File: config.mk
export PLATFORM = sky130hd
export DESIGN_NAME = stp_control
export DESIGN_NICKNAME = d
export VERILOG_FILES = /design/src/stp_pkg.sv /design/src/stp_pattern.sv /design/src/stp_control.sv
export SDC_FILE = /design/constraint.sdc
export NUM_CORES = 1
export LEC_CHECK = 0
export ABC_CLOCK_PERIOD_IN_PS = 2029
export BUFFER_PORTS_ARGS = -buffer_cell sky130_fd_sc_hd__buf_2
export CAP_MARGIN = 10
export CORE_ASPECT_RATIO = 0.7
export CORE_MARGIN = 3
export CORE_UTILIZATION = 54
export CTS_BUF_LIST = sky130_fd_sc_hd__clkbuf_2
export CTS_CLUSTER_DIAMETER = 80
export DETAILED_ROUTE_END_ITERATION = 8
export HOLD_SLACK_MARGIN = 0.08
export PLACE_DENSITY = 0.83
export SLEW_MARGIN = 25
export SYNTH_ARGS = -nofsm -noshare
export SYNTH_HDL_FRONTEND = slang
export SYNTH_SLANG_ARGS = --single-unit
export TNS_END_PERCENT = 50
File: constraint.sdc
create_clock -name clk_sys -period 2.03 [get_ports clk_sys]
set_clock_uncertainty 0.1 [all_clocks]
set_input_delay 0.406 -clock clk_sys [delete_from_list [all_inputs] [get_ports clk_sys]]
set_output_delay 0.406 -clock clk_sys [all_outputs]
set_load 0.02 [all_outputs]
File: src/stp_pkg.sv
// Constants shared by the S/T transceiver test and power control block
package stp_pkg;
  // Register byte offsets
  localparam logic [7:0] OFS_CONFIG = 8'h00;
  localparam logic [7:0] OFS_CI_TX = 8'h04;
  localparam logic [7:0] OFS_STATUS = 8'h08;
  // Config register bit positions
  localparam int CFG_TRIM = 0;
  localparam int CFG_CSS = 1;
  localparam int CFG_LDD = 2;
  localparam int CFG_TRANSCEIVER_DISABLE = 3;
  localparam int CFG_TXBD = 4;
  localparam int CFG_EXTERNAL_LOOP_SELECT = 5;
  localparam int CFG_RLP = 6;
  localparam int CFG_L1SW = 7;
  localparam int CFG_LPA = 8;
  localparam int CFG_SPU = 9;
  localparam int CFG_W = 10;
  // Reset value: only the transmitter buffer disable bit is set
  localparam logic [9:0] CFG_RESET = 10'h010;
  // Status register bit positions
  localparam int STA_CI = 0;
  localparam int STA_STOP = 4;
  localparam int STA_LDIRQ = 5;
  localparam int STA_RSY = 6;
  localparam int STA_LOOP = 7;
  // Command / indication codes
  localparam logic [3:0] CI_RES = 4'h1;
  localparam logic [3:0] CI_TIM = 4'h0;
  localparam logic [3:0] CI_DI = 4'hF;
  localparam logic [3:0] CI_AR = 4'h8;
  localparam logic [3:0] CI_ARL = 4'hA;
  localparam logic [3:0] CI_SSP = 4'h2;
  localparam logic [3:0] CI_SCP = 4'h3;
  localparam logic [3:0] IND_DC = 4'hF;
  localparam logic [3:0] IND_PU = 4'h7;
  localparam logic [3:0] IND_AI = 4'hC;
  localparam logic [3:0] IND_AIL = 4'hE;
  localparam logic [3:0] IND_RSY = 4'h4;
  localparam logic [3:0] IND_TMA = 4'h2;
  // Timing
  localparam int CLK_NS = 10;
  localparam int BIT_PERIOD_NS = 5208;
  localparam int OSC_PERIOD_NS = 130;
  localparam int TX_DELAY_NS = 2 * BIT_PERIOD_NS - 7 * OSC_PERIOD_NS;
  localparam int TX_TRIM_NS = 2 * OSC_PERIOD_NS;
  localparam int BIT_CYC = BIT_PERIOD_NS / CLK_NS;
  localparam int TX_DELAY_CYC = TX_DELAY_NS / CLK_NS;
  localparam int TX_TRIM_CYC = TX_TRIM_NS / CLK_NS;
  localparam int FRAME_BITS = 48;
  localparam int DCL_HALF_CYC = 33;
  // Pattern modes
  typedef enum logic [1:0] {
    STP_PAT_OFF,
    STP_PAT_SSP,
    STP_PAT_SCP
  } stp_pat_t;
endpackage : stp_pkg

File: src/stp_pattern.sv
// Single and continuous alternating pulse test pattern generator
module stp_pattern #(
  parameter int BIT_CYCLES = stp_pkg::BIT_CYC,
  parameter int BITS = stp_pkg::FRAME_BITS
) (
  input wire logic clk_sys,
  input wire logic rst_n,
  input wire logic frame_start,
  input wire stp_pkg::stp_pat_t mode,
  output logic pat_on,
  output logic pat_pos,
  output logic pat_neg
);
  logic [9:0] cyc;
  logic [5:0] bitn;
  logic pol;
  logic [9:0] next_cyc;
  logic [5:0] next_bitn;
  logic next_pol;
  logic next_on;
  logic next_pos;
  logic next_neg;
  logic pulse;

  always_comb begin
    next_cyc = cyc;
    next_bitn = bitn;
    next_pol = pol;
    pulse = 1'b0;
    if (frame_start) begin
      next_cyc = '0;
      next_bitn = '0;
    end else if (cyc == 10'(BIT_CYCLES - 1)) begin
      next_cyc = '0;
      if (bitn != 6'(BITS - 1)) next_bitn = bitn + 6'd1;
    end else begin
      next_cyc = cyc + 10'd1;
    end
    if (mode == stp_pkg::STP_PAT_SSP) pulse = (bitn == 6'd0);
    if (mode == stp_pkg::STP_PAT_SCP) pulse = 1'b1;
    // Polarity flips after every emitted pulse
    if (pulse && cyc == 10'(BIT_CYCLES - 1)) next_pol = ~pol;
    next_on = (mode != stp_pkg::STP_PAT_OFF);
    next_pos = pulse && !pol;
    next_neg = pulse && pol;
  end

  always_ff @(posedge clk_sys or negedge rst_n) begin
    if (!rst_n) begin
      cyc <= '0;
      bitn <= '0;
      pol <= 1'b0;
      pat_on <= 1'b0;
      pat_pos <= 1'b0;
      pat_neg <= 1'b0;
    end else begin
      cyc <= next_cyc;
      bitn <= next_bitn;
      pol <= next_pol;
      pat_on <= next_on;
      pat_pos <= next_pos;
      pat_neg <= next_neg;
    end
  end
endmodule : stp_pattern

File: src/stp_control.sv
// Layer-1 test loop, pattern, delay and power-down control with APB access
module stp_control (
  input wire logic clk_sys,
  input wire logic rst_n,
  input wire logic [7:0] paddr,
  input wire logic psel,
  input wire logic penable,
  input wire logic pwrite,
  input wire logic [31:0] pwdata,
  output logic [31:0] prdata,
  output logic pready,
  output logic pslverr,
  input wire logic rx_frame_start,
  input wire logic line_level_in,
  input wire logic rx_pos,
  input wire logic rx_neg,
  input wire logic [15:0] rx_b_data,
  input wire logic [1:0] rx_d_data,
  input wire logic l1_tx_pos,
  input wire logic l1_tx_neg,
  input wire logic [15:0] iom_b_in,
  input wire logic [1:0] iom_d_in,
  output logic line_tx_pos,
  output logic line_tx_neg,
  output logic tx_drv_en,
  output logic loop_rx_pos,
  output logic loop_rx_neg,
  output logic analog_loop_closed,
  output logic level_det_enable,
  output logic [15:0] iom_b_out,
  output logic [1:0] iom_d_out,
  output logic [3:0] ci_indication,
  output logic downstream_serial_data,
  output logic upstream_serial_data,
  output logic serial_data_clock,
  output logic serial_clock_oe,
  output logic bit_clock_out,
  output logic frame_sync,
  output logic frame_sync_oe,
  output logic clocks_stopped,
  output logic tx_frame_strobe
);
  typedef enum logic [2:0] {
    ST_RESET, ST_DEACT, ST_PWRUP, ST_ACTIVE, ST_LOOP, ST_SSP, ST_SCP
  } stp_state_t;

  function automatic logic [11:0] stp_tx_target(input logic trim);
    stp_tx_target = 12'(stp_pkg::TX_DELAY_CYC);
    if (trim) stp_tx_target = 12'(stp_pkg::TX_DELAY_CYC - stp_pkg::TX_TRIM_CYC);
  endfunction : stp_tx_target

  // Pin synchronisers; stage one feeds stage two only
  logic [3:0] sync1;
  logic [3:0] sync2;
  logic fs_d;
  always_ff @(posedge clk_sys or negedge rst_n) begin
    if (!rst_n) begin
      sync1 <= '0;
      sync2 <= '0;
      fs_d <= 1'b0;
    end else begin
      sync1 <= {rx_neg, rx_pos, line_level_in, rx_frame_start};
      sync2 <= sync1;
      fs_d <= sync2[0];
    end
  end
  logic rx_edge;
  logic lvl_raw;
  assign rx_edge = sync2[0] && !fs_d;
  assign lvl_raw = sync2[1];

  // Register file and command state
  logic [stp_pkg::CFG_W-1:0] cfg;
  logic [3:0] ci_tx;
  logic ld_irq;
  logic spu_seen;
  stp_state_t state;
  logic [stp_pkg::CFG_W-1:0] next_cfg;
  logic [3:0] next_ci_tx;
  logic next_ld_irq;
  logic next_spu_seen;
  stp_state_t next_state;
  logic [31:0] next_prdata;
  logic next_pready;
  logic next_pslverr;
  logic wr_en;
  logic rd_en;
  logic hit;
  logic lvl_en;
  logic lvl;
  logic stop_now;
  logic loop_req;

  assign wr_en = psel && penable && pready && pwrite;
  assign rd_en = psel && penable && pready && !pwrite;
  assign hit = (paddr == stp_pkg::OFS_CONFIG) || (paddr == stp_pkg::OFS_CI_TX)
    || (paddr == stp_pkg::OFS_STATUS);
  assign lvl_en = !cfg[stp_pkg::CFG_TRANSCEIVER_DISABLE]
    && !(analog_loop_closed && cfg[stp_pkg::CFG_EXTERNAL_LOOP_SELECT]);
  assign lvl = lvl_en && lvl_raw;
  assign loop_req = cfg[stp_pkg::CFG_L1SW] ? cfg[stp_pkg::CFG_LPA]
    : (state == ST_LOOP);
  assign stop_now = (state == ST_DEACT) && cfg[stp_pkg::CFG_CSS] && !spu_seen;

  always_comb begin
    next_cfg = cfg;
    next_ci_tx = ci_tx;
    next_ld_irq = ld_irq;
    next_spu_seen = spu_seen;
    next_state = state;
    next_prdata = '0;
    next_pready = psel && !penable;
    next_pslverr = psel && !penable && !hit;
    if (psel && !penable && !pwrite) begin
      case (paddr)
        stp_pkg::OFS_CONFIG: next_prdata = 32'(cfg);
        stp_pkg::OFS_CI_TX: next_prdata = 32'(ci_tx);
        stp_pkg::OFS_STATUS: next_prdata = 32'({analog_loop_closed,
          analog_loop_closed && lvl, ld_irq, clocks_stopped, ci_indication});
        default: next_prdata = '0;
      endcase
    end
    // Status read clears the level flag
    if (rd_en && paddr == stp_pkg::OFS_STATUS) next_ld_irq = 1'b0;
    if (wr_en && paddr == stp_pkg::OFS_CONFIG) begin
      next_cfg = pwdata[stp_pkg::CFG_W-1:0];
      if (pwdata[stp_pkg::CFG_SPU]) next_spu_seen = 1'b1;
    end
    if (wr_en && paddr == stp_pkg::OFS_CI_TX) begin
      next_ci_tx = pwdata[3:0];
      case (pwdata[3:0])
        stp_pkg::CI_RES: next_state = ST_RESET;
        stp_pkg::CI_DI: next_state = ST_DEACT;
        stp_pkg::CI_ARL: next_state = ST_LOOP;
        stp_pkg::CI_SSP: next_state = ST_SSP;
        stp_pkg::CI_SCP: next_state = ST_SCP;
        stp_pkg::CI_TIM:
          if (state == ST_DEACT) next_state = ST_PWRUP;
        stp_pkg::CI_AR:
          if (state == ST_DEACT || state == ST_PWRUP) next_state = ST_ACTIVE;
        default: next_state = state;
      endcase
    end else if (state == ST_DEACT && lvl) begin
      if (!cfg[stp_pkg::CFG_LDD]) next_state = ST_PWRUP;
      else if (stop_now) next_ld_irq = 1'b1;
    end
    if (next_state == ST_DEACT && state != ST_DEACT) next_spu_seen = 1'b0;
  end

  always_ff @(posedge clk_sys or negedge rst_n) begin
    if (!rst_n) begin
      cfg <= stp_pkg::CFG_RESET;
      ci_tx <= stp_pkg::CI_RES;
      ld_irq <= 1'b0;
      spu_seen <= 1'b0;
      state <= ST_RESET;
      prdata <= '0;
      pready <= 1'b0;
      pslverr <= 1'b0;
    end else begin
      cfg <= next_cfg;
      ci_tx <= next_ci_tx;
      ld_irq <= next_ld_irq;
      spu_seen <= next_spu_seen;
      state <= next_state;
      prdata <= next_prdata;
      pready <= next_pready;
      pslverr <= next_pslverr;
    end
  end

  // Frame-aligned settings and transmit frame timing
  logic act_trim;
  logic act_loop;
  logic act_ext;
  logic act_rlp;
  stp_pkg::stp_pat_t act_mode;
  logic [11:0] dly_cnt;
  logic dly_run;
  logic next_act_trim;
  logic next_act_loop;
  logic next_act_ext;
  logic next_act_rlp;
  stp_pkg::stp_pat_t next_act_mode;
  logic [11:0] next_dly_cnt;
  logic next_dly_run;
  logic next_strobe;

  always_comb begin
    next_act_trim = act_trim;
    next_act_loop = act_loop;
    next_act_ext = act_ext;
    next_act_rlp = act_rlp;
    next_act_mode = act_mode;
    next_dly_cnt = dly_cnt;
    next_dly_run = dly_run;
    next_strobe = 1'b0;
    if (rx_edge) begin
      next_dly_cnt = 12'd1;
      next_dly_run = 1'b1;
    end else if (dly_run) begin
      next_dly_cnt = dly_cnt + 12'd1;
      if (dly_cnt == stp_tx_target(act_trim)) begin
        next_dly_run = 1'b0;
        next_strobe = !cfg[stp_pkg::CFG_TRANSCEIVER_DISABLE];
      end
    end
    if (next_strobe) begin
      next_act_trim = cfg[stp_pkg::CFG_TRIM];
      next_act_loop = loop_req;
      next_act_ext = cfg[stp_pkg::CFG_EXTERNAL_LOOP_SELECT];
      next_act_rlp = cfg[stp_pkg::CFG_RLP];
      case (state)
        ST_SSP: next_act_mode = stp_pkg::STP_PAT_SSP;
        ST_SCP: next_act_mode = stp_pkg::STP_PAT_SCP;
        default: next_act_mode = stp_pkg::STP_PAT_OFF;
      endcase
    end
  end

  always_ff @(posedge clk_sys or negedge rst_n) begin
    if (!rst_n) begin
      act_trim <= 1'b0;
      act_loop <= 1'b0;
      act_ext <= 1'b0;
      act_rlp <= 1'b0;
      act_mode <= stp_pkg::STP_PAT_OFF;
      dly_cnt <= '0;
      dly_run <= 1'b0;
      tx_frame_strobe <= 1'b0;
    end else begin
      act_trim <= next_act_trim;
      act_loop <= next_act_loop;
      act_ext <= next_act_ext;
      act_rlp <= next_act_rlp;
      act_mode <= next_act_mode;
      dly_cnt <= next_dly_cnt;
      dly_run <= next_dly_run;
      tx_frame_strobe <= next_strobe;
    end
  end

  logic pat_on;
  logic pat_pos;
  logic pat_neg;
  stp_pattern u_pattern (
    .clk_sys(clk_sys),
    .rst_n(rst_n),
    .frame_start(tx_frame_strobe),
    .mode(act_mode),
    .pat_on(pat_on),
    .pat_pos(pat_pos),
    .pat_neg(pat_neg)
  );

  // Line, loop, serial bus and clock outputs
  logic [5:0] dcl_cnt;
  logic [5:0] next_dcl_cnt;
  logic next_dcl;
  logic next_bcl;
  logic [15:0] next_b;
  always_comb begin
    next_dcl_cnt = dcl_cnt + 6'd1;
    next_dcl = serial_data_clock;
    next_bcl = bit_clock_out;
    if (dcl_cnt == 6'(stp_pkg::DCL_HALF_CYC - 1)) begin
      next_dcl_cnt = '0;
      next_dcl = ~serial_data_clock;
      if (!serial_data_clock) next_bcl = ~bit_clock_out;
    end
    if (stop_now) begin
      next_dcl = 1'b0;
      next_bcl = 1'b0;
    end
    next_b = act_loop ? iom_b_in : (state == ST_ACTIVE ? rx_b_data : 16'hFFFF);
    if (act_rlp) next_b = 16'hFFFF;
  end

  always_ff @(posedge clk_sys or negedge rst_n) begin
    if (!rst_n) begin
      dcl_cnt <= '0;
      serial_data_clock <= 1'b0;
      bit_clock_out <= 1'b0;
      line_tx_pos <= 1'b0;
      line_tx_neg <= 1'b0;
      tx_drv_en <= 1'b0;
      loop_rx_pos <= 1'b0;
      loop_rx_neg <= 1'b0;
      analog_loop_closed <= 1'b0;
      level_det_enable <= 1'b0;
      iom_b_out <= 16'hFFFF;
      iom_d_out <= 2'h3;
      ci_indication <= stp_pkg::CI_RES;
      downstream_serial_data <= 1'b1;
      upstream_serial_data <= 1'b1;
      serial_clock_oe <= 1'b0;
      frame_sync <= 1'b0;
      frame_sync_oe <= 1'b0;
      clocks_stopped <= 1'b0;
    end else begin
      dcl_cnt <= next_dcl_cnt;
      serial_data_clock <= next_dcl;
      bit_clock_out <= next_bcl;
      line_tx_pos <= pat_on ? pat_pos : (act_rlp ? sync2[2] : l1_tx_pos);
      line_tx_neg <= pat_on ? pat_neg : (act_rlp ? sync2[3] : l1_tx_neg);
      tx_drv_en <= !cfg[stp_pkg::CFG_TRANSCEIVER_DISABLE] && !stop_now
        && (!cfg[stp_pkg::CFG_TXBD] || pat_on || act_rlp);
      loop_rx_pos <= act_loop && !act_ext && l1_tx_pos;
      loop_rx_neg <= act_loop && !act_ext && l1_tx_neg;
      analog_loop_closed <= act_loop;
      level_det_enable <= lvl_en;
      iom_b_out <= next_b;
      iom_d_out <= act_loop ? iom_d_in : rx_d_data;
      if (state == ST_LOOP && !act_ext && lvl)
        ci_indication <= stp_pkg::IND_RSY;
      else begin
        case (state)
          ST_RESET: ci_indication <= stp_pkg::CI_RES;
          ST_DEACT: ci_indication <= stp_pkg::IND_DC;
          ST_PWRUP: ci_indication <= stp_pkg::IND_PU;
          ST_ACTIVE: ci_indication <= stp_pkg::IND_AI;
          ST_LOOP: ci_indication <= stp_pkg::IND_AIL;
          default: ci_indication <= stp_pkg::IND_TMA;
        endcase
      end
      downstream_serial_data <= stop_now ? 1'b1 : next_b[15];
      upstream_serial_data <= stop_now ? 1'b1 : iom_d_in[1];
      serial_clock_oe <= !cfg[stp_pkg::CFG_TRANSCEIVER_DISABLE];
      frame_sync_oe <= !cfg[stp_pkg::CFG_TRANSCEIVER_DISABLE];
      frame_sync <= next_strobe;
      clocks_stopped <= stop_now;
    end
  end

  // Checks
  logic [11:0] gap;
  always_ff @(posedge clk_sys or negedge rst_n) begin
    if (!rst_n) gap <= '0;
    else if (rx_edge) gap <= 12'd1;
    else gap <= gap + 12'd1;
  end
  property p_tx_delay;
    @(posedge clk_sys) disable iff (!rst_n)
      next_strobe |-> gap == stp_tx_target(act_trim);
  endproperty
  a_tx_delay: assert property (p_tx_delay) else $error("tx delay wrong");
  property p_trim;
    @(posedge clk_sys) disable iff (!rst_n)
      (next_strobe && act_trim) |-> gap == 12'(stp_pkg::TX_DELAY_CYC - 26);
  endproperty
  a_trim: assert property (p_trim) else $error("trim advance wrong");
  property p_no_stop;
    @(posedge clk_sys) disable iff (!rst_n)
      !cfg[stp_pkg::CFG_CSS] |=> !clocks_stopped;
  endproperty
  a_no_stop: assert property (p_no_stop) else $error("clock stopped");
  property p_stop_pins;
    @(posedge clk_sys) disable iff (!rst_n)
      clocks_stopped |-> downstream_serial_data && upstream_serial_data
        && !serial_data_clock && !bit_clock_out;
  endproperty
  a_stop_pins: assert property (p_stop_pins) else $error("stop pins");
  property p_wake;
    @(posedge clk_sys) disable iff (!rst_n)
      (state == ST_DEACT && lvl && !cfg[stp_pkg::CFG_LDD] && !wr_en)
        |=> state == ST_PWRUP ##1 !clocks_stopped;
  endproperty
  a_wake: assert property (p_wake) else $error("no line wake");
  property p_reset_cfg;
    @(posedge clk_sys) $rose(rst_n) |-> !cfg[stp_pkg::CFG_TRANSCEIVER_DISABLE]
      && cfg[stp_pkg::CFG_TXBD] && ci_indication == 4'h1;
  endproperty
  a_reset_cfg: assert property (p_reset_cfg) else $error("reset cfg");
  property p_disable;
    @(posedge clk_sys) disable iff (!rst_n)
      cfg[stp_pkg::CFG_TRANSCEIVER_DISABLE] |=> !serial_clock_oe && !frame_sync_oe
        && !level_det_enable && !tx_drv_en;
  endproperty
  a_disable: assert property (p_disable) else $error("disable failed");
  property p_ext_lvl;
    @(posedge clk_sys) disable iff (!rst_n)
      (analog_loop_closed && cfg[stp_pkg::CFG_EXTERNAL_LOOP_SELECT]) |=> !level_det_enable;
  endproperty
  a_ext_lvl: assert property (p_ext_lvl) else $error("ext loop lvl");
  property p_rlp_b;
    @(posedge clk_sys) disable iff (!rst_n)
      act_rlp |=> iom_b_out == 16'hFFFF;
  endproperty
  a_rlp_b: assert property (p_rlp_b) else $error("remote B not ones");
  property p_res_code;
    @(posedge clk_sys) disable iff (!rst_n)
      (wr_en && paddr == stp_pkg::OFS_CI_TX && pwdata[3:0] == 4'h1)
        |-> ##2 ci_indication == 4'h1;
  endproperty
  a_res_code: assert property (p_res_code) else $error("no reset code");
  property p_frame_apply;
    @(posedge clk_sys) disable iff (!rst_n)
      !tx_frame_strobe |-> $stable(act_mode) && $stable(act_loop)
        && $stable(act_trim) && $stable(act_rlp);
  endproperty
  a_frame_apply: assert property (p_frame_apply) else $error("mid-frame");
  c_stop: cover property (@(posedge clk_sys) disable iff (!rst_n)
    $rose(clocks_stopped));
  c_ld_irq: cover property (@(posedge clk_sys) disable iff (!rst_n)
    $rose(ld_irq));
  c_scp: cover property (@(posedge clk_sys) disable iff (!rst_n)
    tx_frame_strobe && act_mode == stp_pkg::STP_PAT_SCP);
endmodule : stp_control

# == After elaboration in Yosys (flattened, before gate mapping) ==
# Index checks and enable logic that the tools add are counted.
# classes
eq_ne,23
n_bitwise,3
add_sub_neg,4
muxes,54
reduce_logical,59
# ops
op,count
$mux W12,4
$mux W16,3
$mux W10,3
$mux W6,5
$pmux W10 S3,1
$logic_and A1 B1 Y1,29
$mux W1,28
$pmux W3 S7,1
$pmux W4 S5,1
$mux W3,5
$reduce_bool A2 Y1,7
$add A12 B1 Y12 const B,1
$add A6 B1 Y6 const B,2
$eq A12 B12 Y1,1
$eq A4 B4 Y1 const B,3
$logic_not A1 Y1,11
$add A10 B1 Y10 const B,1
$eq A10 B10 Y1 const B,1
$eq A3 B3 Y1 const B,3
$eq A4 B2 Y1 const B,2
$eq A8 B3 Y1 const B,1
$eq A8 B4 Y1 const B,1
$logic_not A8 Y1,1
$eq A3 B1 Y1 const B,2
17 further kinds,26
# word_totals
out_inout_bits,72
word_cells,185
regBits,143
input_bits,87

# == Logic depth before layout (Yosys ltp) ==
# depth
depth_word,11
mapped_depth,7
mapped_depth_nobuf,6

# == Hierarchy ==
# Synthesis repeated with hierarchy kept, for this count alone.
# unflattened
hier_cells,496
area_unflattened_um2,5462.7
# modules_own_cells
module,cells_per_inst,instances,seq_area_each_um2,area_each_um2
stp_control,399,1,2556.2,4485.6
stp_pattern,97,1,500.5,977.2

# == Least setup slack after synthesis ==
# Ideal clock, no wire load.
# synth_timing
path_type,register to register
from,reg dly_cnt[3]
to,reg act_ext
arrival_ps,1615
period_less_slack_ps,1842
setup_slack_ps,188
required_ps,1802
setup_time_ps,128
n_path_buf,0
stages_incl_launch_ff,6
path_cell_list,dfrtp_1 > or4bb_1 > nand2_1 > nand3_1 > nor2_4 > mux2_1
# synth_via
elab_chain_len,4
# synth_rtl
item,line,rtl
"start, declared",stp_control.sv:178,logic [11:0] dly_cnt;
"start signal, assigned",stp_control.sv:237,dly_cnt <= next_dly_cnt;
$eq A12 B12 Y1,stp_control.sv:203,if (dly_cnt == stp_tx_target(act_trim)) begin
$mux W1,stp_control.sv:203,
$mux W1,stp_control.sv:201,end else if (dly_run) begin
$mux W1,stp_control.sv:198,if (rx_edge) begin
"end signal, assigned",stp_control.sv:234,act_ext <= next_act_ext;
"end, declared",stp_control.sv:175,logic act_ext;
# Every way passes these cells.
# A chain may end at the register's enable or synchronous reset.

==> impl_metrics.csv <==
group,metric,value,unit
worst_hold_path,hold_class,"in -> reg",
sta,final_hold_viol_count,0,
yosys,syn_area,5451,um^2
yosys,async_reset_ff_share,100.0,%
yosys,yosysWarnings,0,
power_and_ir_drop,p_leak,0.003292,uW
setup_path,critPathKind,"reg -> out",
power_and_ir_drop,finalPower,4672,uW
power_and_ir_drop,ir_drop,396.7,uV
die,die_h,90.07,um
global_route,grt_usage,24.70,%
setup_path,crit_path_top_delay_cell,"dfrtp_2",
place,post-place-ws,-0.02152,ns
place,gp_congestion,0.9526,
die,die_area,11360,um^2
route,drc,0,
cells_and_area,areaGrowthSynthToFinish,28.90,%
setup_path,worstPathCellList,"buf_2",
cells_and_area,final_cell_mix,"113 x buf_2, 97 x dfrtp_1, 59 x nor2_1",
yosys,ys_seq_area_share,56.07,%
route,via_per_inst,5.279,
clocking,clkSinkCount,121,
global_route,grt-ovfl-total,0,
route,postRouteAntennaNets,0,
cells_and_area,diodes,0,
sta,worst_slew_pin_slew,0.6268,ns
place,dpl.hpwl,8359,um
worst_hold_path,worstHoldPathCells,5,
setup_path,r2r_slack,0.10,ns
cells_and_area,fin_area,7027,um^2
route,wirelength,13520,um
setup_path,reg2reg_to,"act_ext$_DFFE_PN0P_",
global_route,grt_pass1_vias,4531,
sta,finalCriticalPeriod,1.942,ns
clocking,clkTransAtPathRegs,0.17,ns
yosys,avgSynthCellArea,11.15,um^2
setup_path,r2r_cells,5,
yosys,yosysTopAreaCell,"dfrtp_1",
run,max_cap_violations,0,
clocking,cts_tree,"built",
yosys,ys.flop_type,"dfrtp_1",
place,detailed_place.area,6162,um^2
worst_hold_path,worstHoldEndpoint,"pslverr$_DFF_PN0_",
die,start_util,55.86,%
clocking,h-tree-depth,4,
sta,hold_slack,0.1206,ns
die,io-pin-count,159,
setup_path,crit_arrival,1.44,ns
place,portBuffers,114,
cells_and_area,drive_gt1_share,31.31,%
sta,fmax,515.0,MHz
setup_path,regToRegStartpoint,"dly_cnt[1]$_DFFE_PN0P_",
setup_path,critPathLaunchType,"flop",
yosys,netlist.area_leader.share,44.99,%
cells_and_area,nets,773,
sta,rsz0062_at_grt,"true",
sta,relSlewSlack,58.21,%
sta,setup_violations,0,
worst_hold_path,hp-start,"paddr[7]",
sta,setup_slack,0.08807,ns
route,vias,4334,
route,wire_per_inst,16.47,um
setup_path,cp_max_fo,13,
sta,min_period_over_period,95.66,%
route,dr.pass1.iters,5,
clocking,cts_buffers,17,
die,die_x,126.1,um
setup_path,worst-path-stages,1,
clocking,cts_root_buffer,"clkbuf_2",
clocking,cts_buffer_depth,2,
setup_path,critPathBufInv,1,
die,rows,30,
route,drtIter0Drc,330,
status,status,"completed",
setup_path,required,1.52,ns
setup_path,slowest_delay,0.54,ns
yosys,synth_cell_type_count,59,
setup_path,critPathCaptureType,"output port",
cells_and_area,final_common_cell,"buf_2",
yosys,synthTopCellsByArea,"dfrtp_1 45%, dfstp_2 11%, nor2_1 4.1%, buf_4 3.6%, xnor2_1 2.6%",
cells_and_area,nFillCells,656,
global_route,grt_pass1_wl,22340,um
yosys,synthCells,489,
clocking,insertion_delay,0.69,ns
sta,maxSlewViolCount,0,
yosys,synth_edf_count,0,
setup_path,crit_family,"flip-flops",
global_route,antenna_found_initial,0,
die,coreArea,9759,um^2
yosys,synth_seq_cells,121,
global_route,grt_max_degree,35,
sta,tns,0,ns
power_and_ir_drop,p_per_area,664.9,nW/um^2
## worst max path at each step
stage | start | to | slack [ns]
detailed placement | paddr[1] | spu_seen$_DFFE_PN0P_ | -0.02
global route | frame_sync$_DFF_PN0_ | tx_frame_strobe | -0.01
finish | frame_sync$_DFF_PN0_ | tx_frame_strobe | 0.09
floorplan | dly_cnt[3]$_DFFE_PN0P_ | act_ext$_DFFE_PN0P_ | 0.19
global placement | paddr[1] | spu_seen$_DFFE_PN0P_ | 0.01
CTS | frame_sync$_DFF_PN0_ | tx_frame_strobe | 0.03
## flip-flops by register name, summed over array words and instances, names as in the netlist, 3 cells and up
signal / flops
u_pattern.bitn: 6
dcl_cnt: 6
sync2: 4
state: 3
prdata: 10
dly_cnt: 12
ci_tx: 4
ci_indication: 4
sync1: 4
u_pattern.cyc: 10
cfg: 10
iom_b_out: 16
## timing repair
item	CTS	global route
buffers inserted	0	2
endpoints found under the hold margin	176	0
endpoints found under the setup margin	2	9
hold buffers	59	0
pin swaps	0	1
gates resized for setup	1	0
cloned	0	0
## kinds of logic after synthesis
logic type      share of synthesized area [%]
other cells                           0.06879
mux                                     5.715
xor+xnor                                4.820
simple gates                            19.35
fa+ha+maj                               1.377
compound gates                          6.404
flops                                   56.07
buf+inv                                 6.197
## synthesized netlist by cell type (7+ instances only)
library cell and instances:
mux2_2 12, xor2_1 14, dfstp_2 23, nand2b_1 19
buf_4 26, clkbuf_1 8, xnor2_1 16, o22ai_1 18
dfrtp_1 98, nand4_1 7, o21ai_0 10, nand3_1 17
inv_1 15, mux2i_1 12, nand2_1 30, a21oi_1 13
nor2_1 59, nor2b_1 9, and3_1 9
## routing by layer
layer	GRT usage, %	wire length [um]	up-vias
met3	7.185	966	32
met4	8.393	312	0
li1	-	-	2008
met1	32.70	5710	2105
met2	39.29	6531	189
met5	0	0	-
## stage by stage
step	std cells	utilization, %
floorplan	510	-
global placement	729	63.14
detailed placement	729	63.14
CTS	820	71.95
global route	821	72.00
finish	821	72.00
## power breakdown
group / leakage [uW] / internal, uW / switching [uW]
registers: 0.00151 / 2470 / 44.7
logic: 0.00164 / 222 / 241
clock network: 0.000144 / 786 / 908
total: 0.00329 / 3480 / 1190
## cell type report
class	instances	area, um^2	area share [%]
timing repair buffer	193	1349	19.20
clock inverter	15	182.7	2.600
clock buffer	17	85.08	1.211
inverter	15	56.30	0.8013
sequential	121	3058	43.52
multi-input combinational	332	2136	30.40
tap	128	160.2	2.279
No activity file was read; power rests on OpenSTA's default activity.
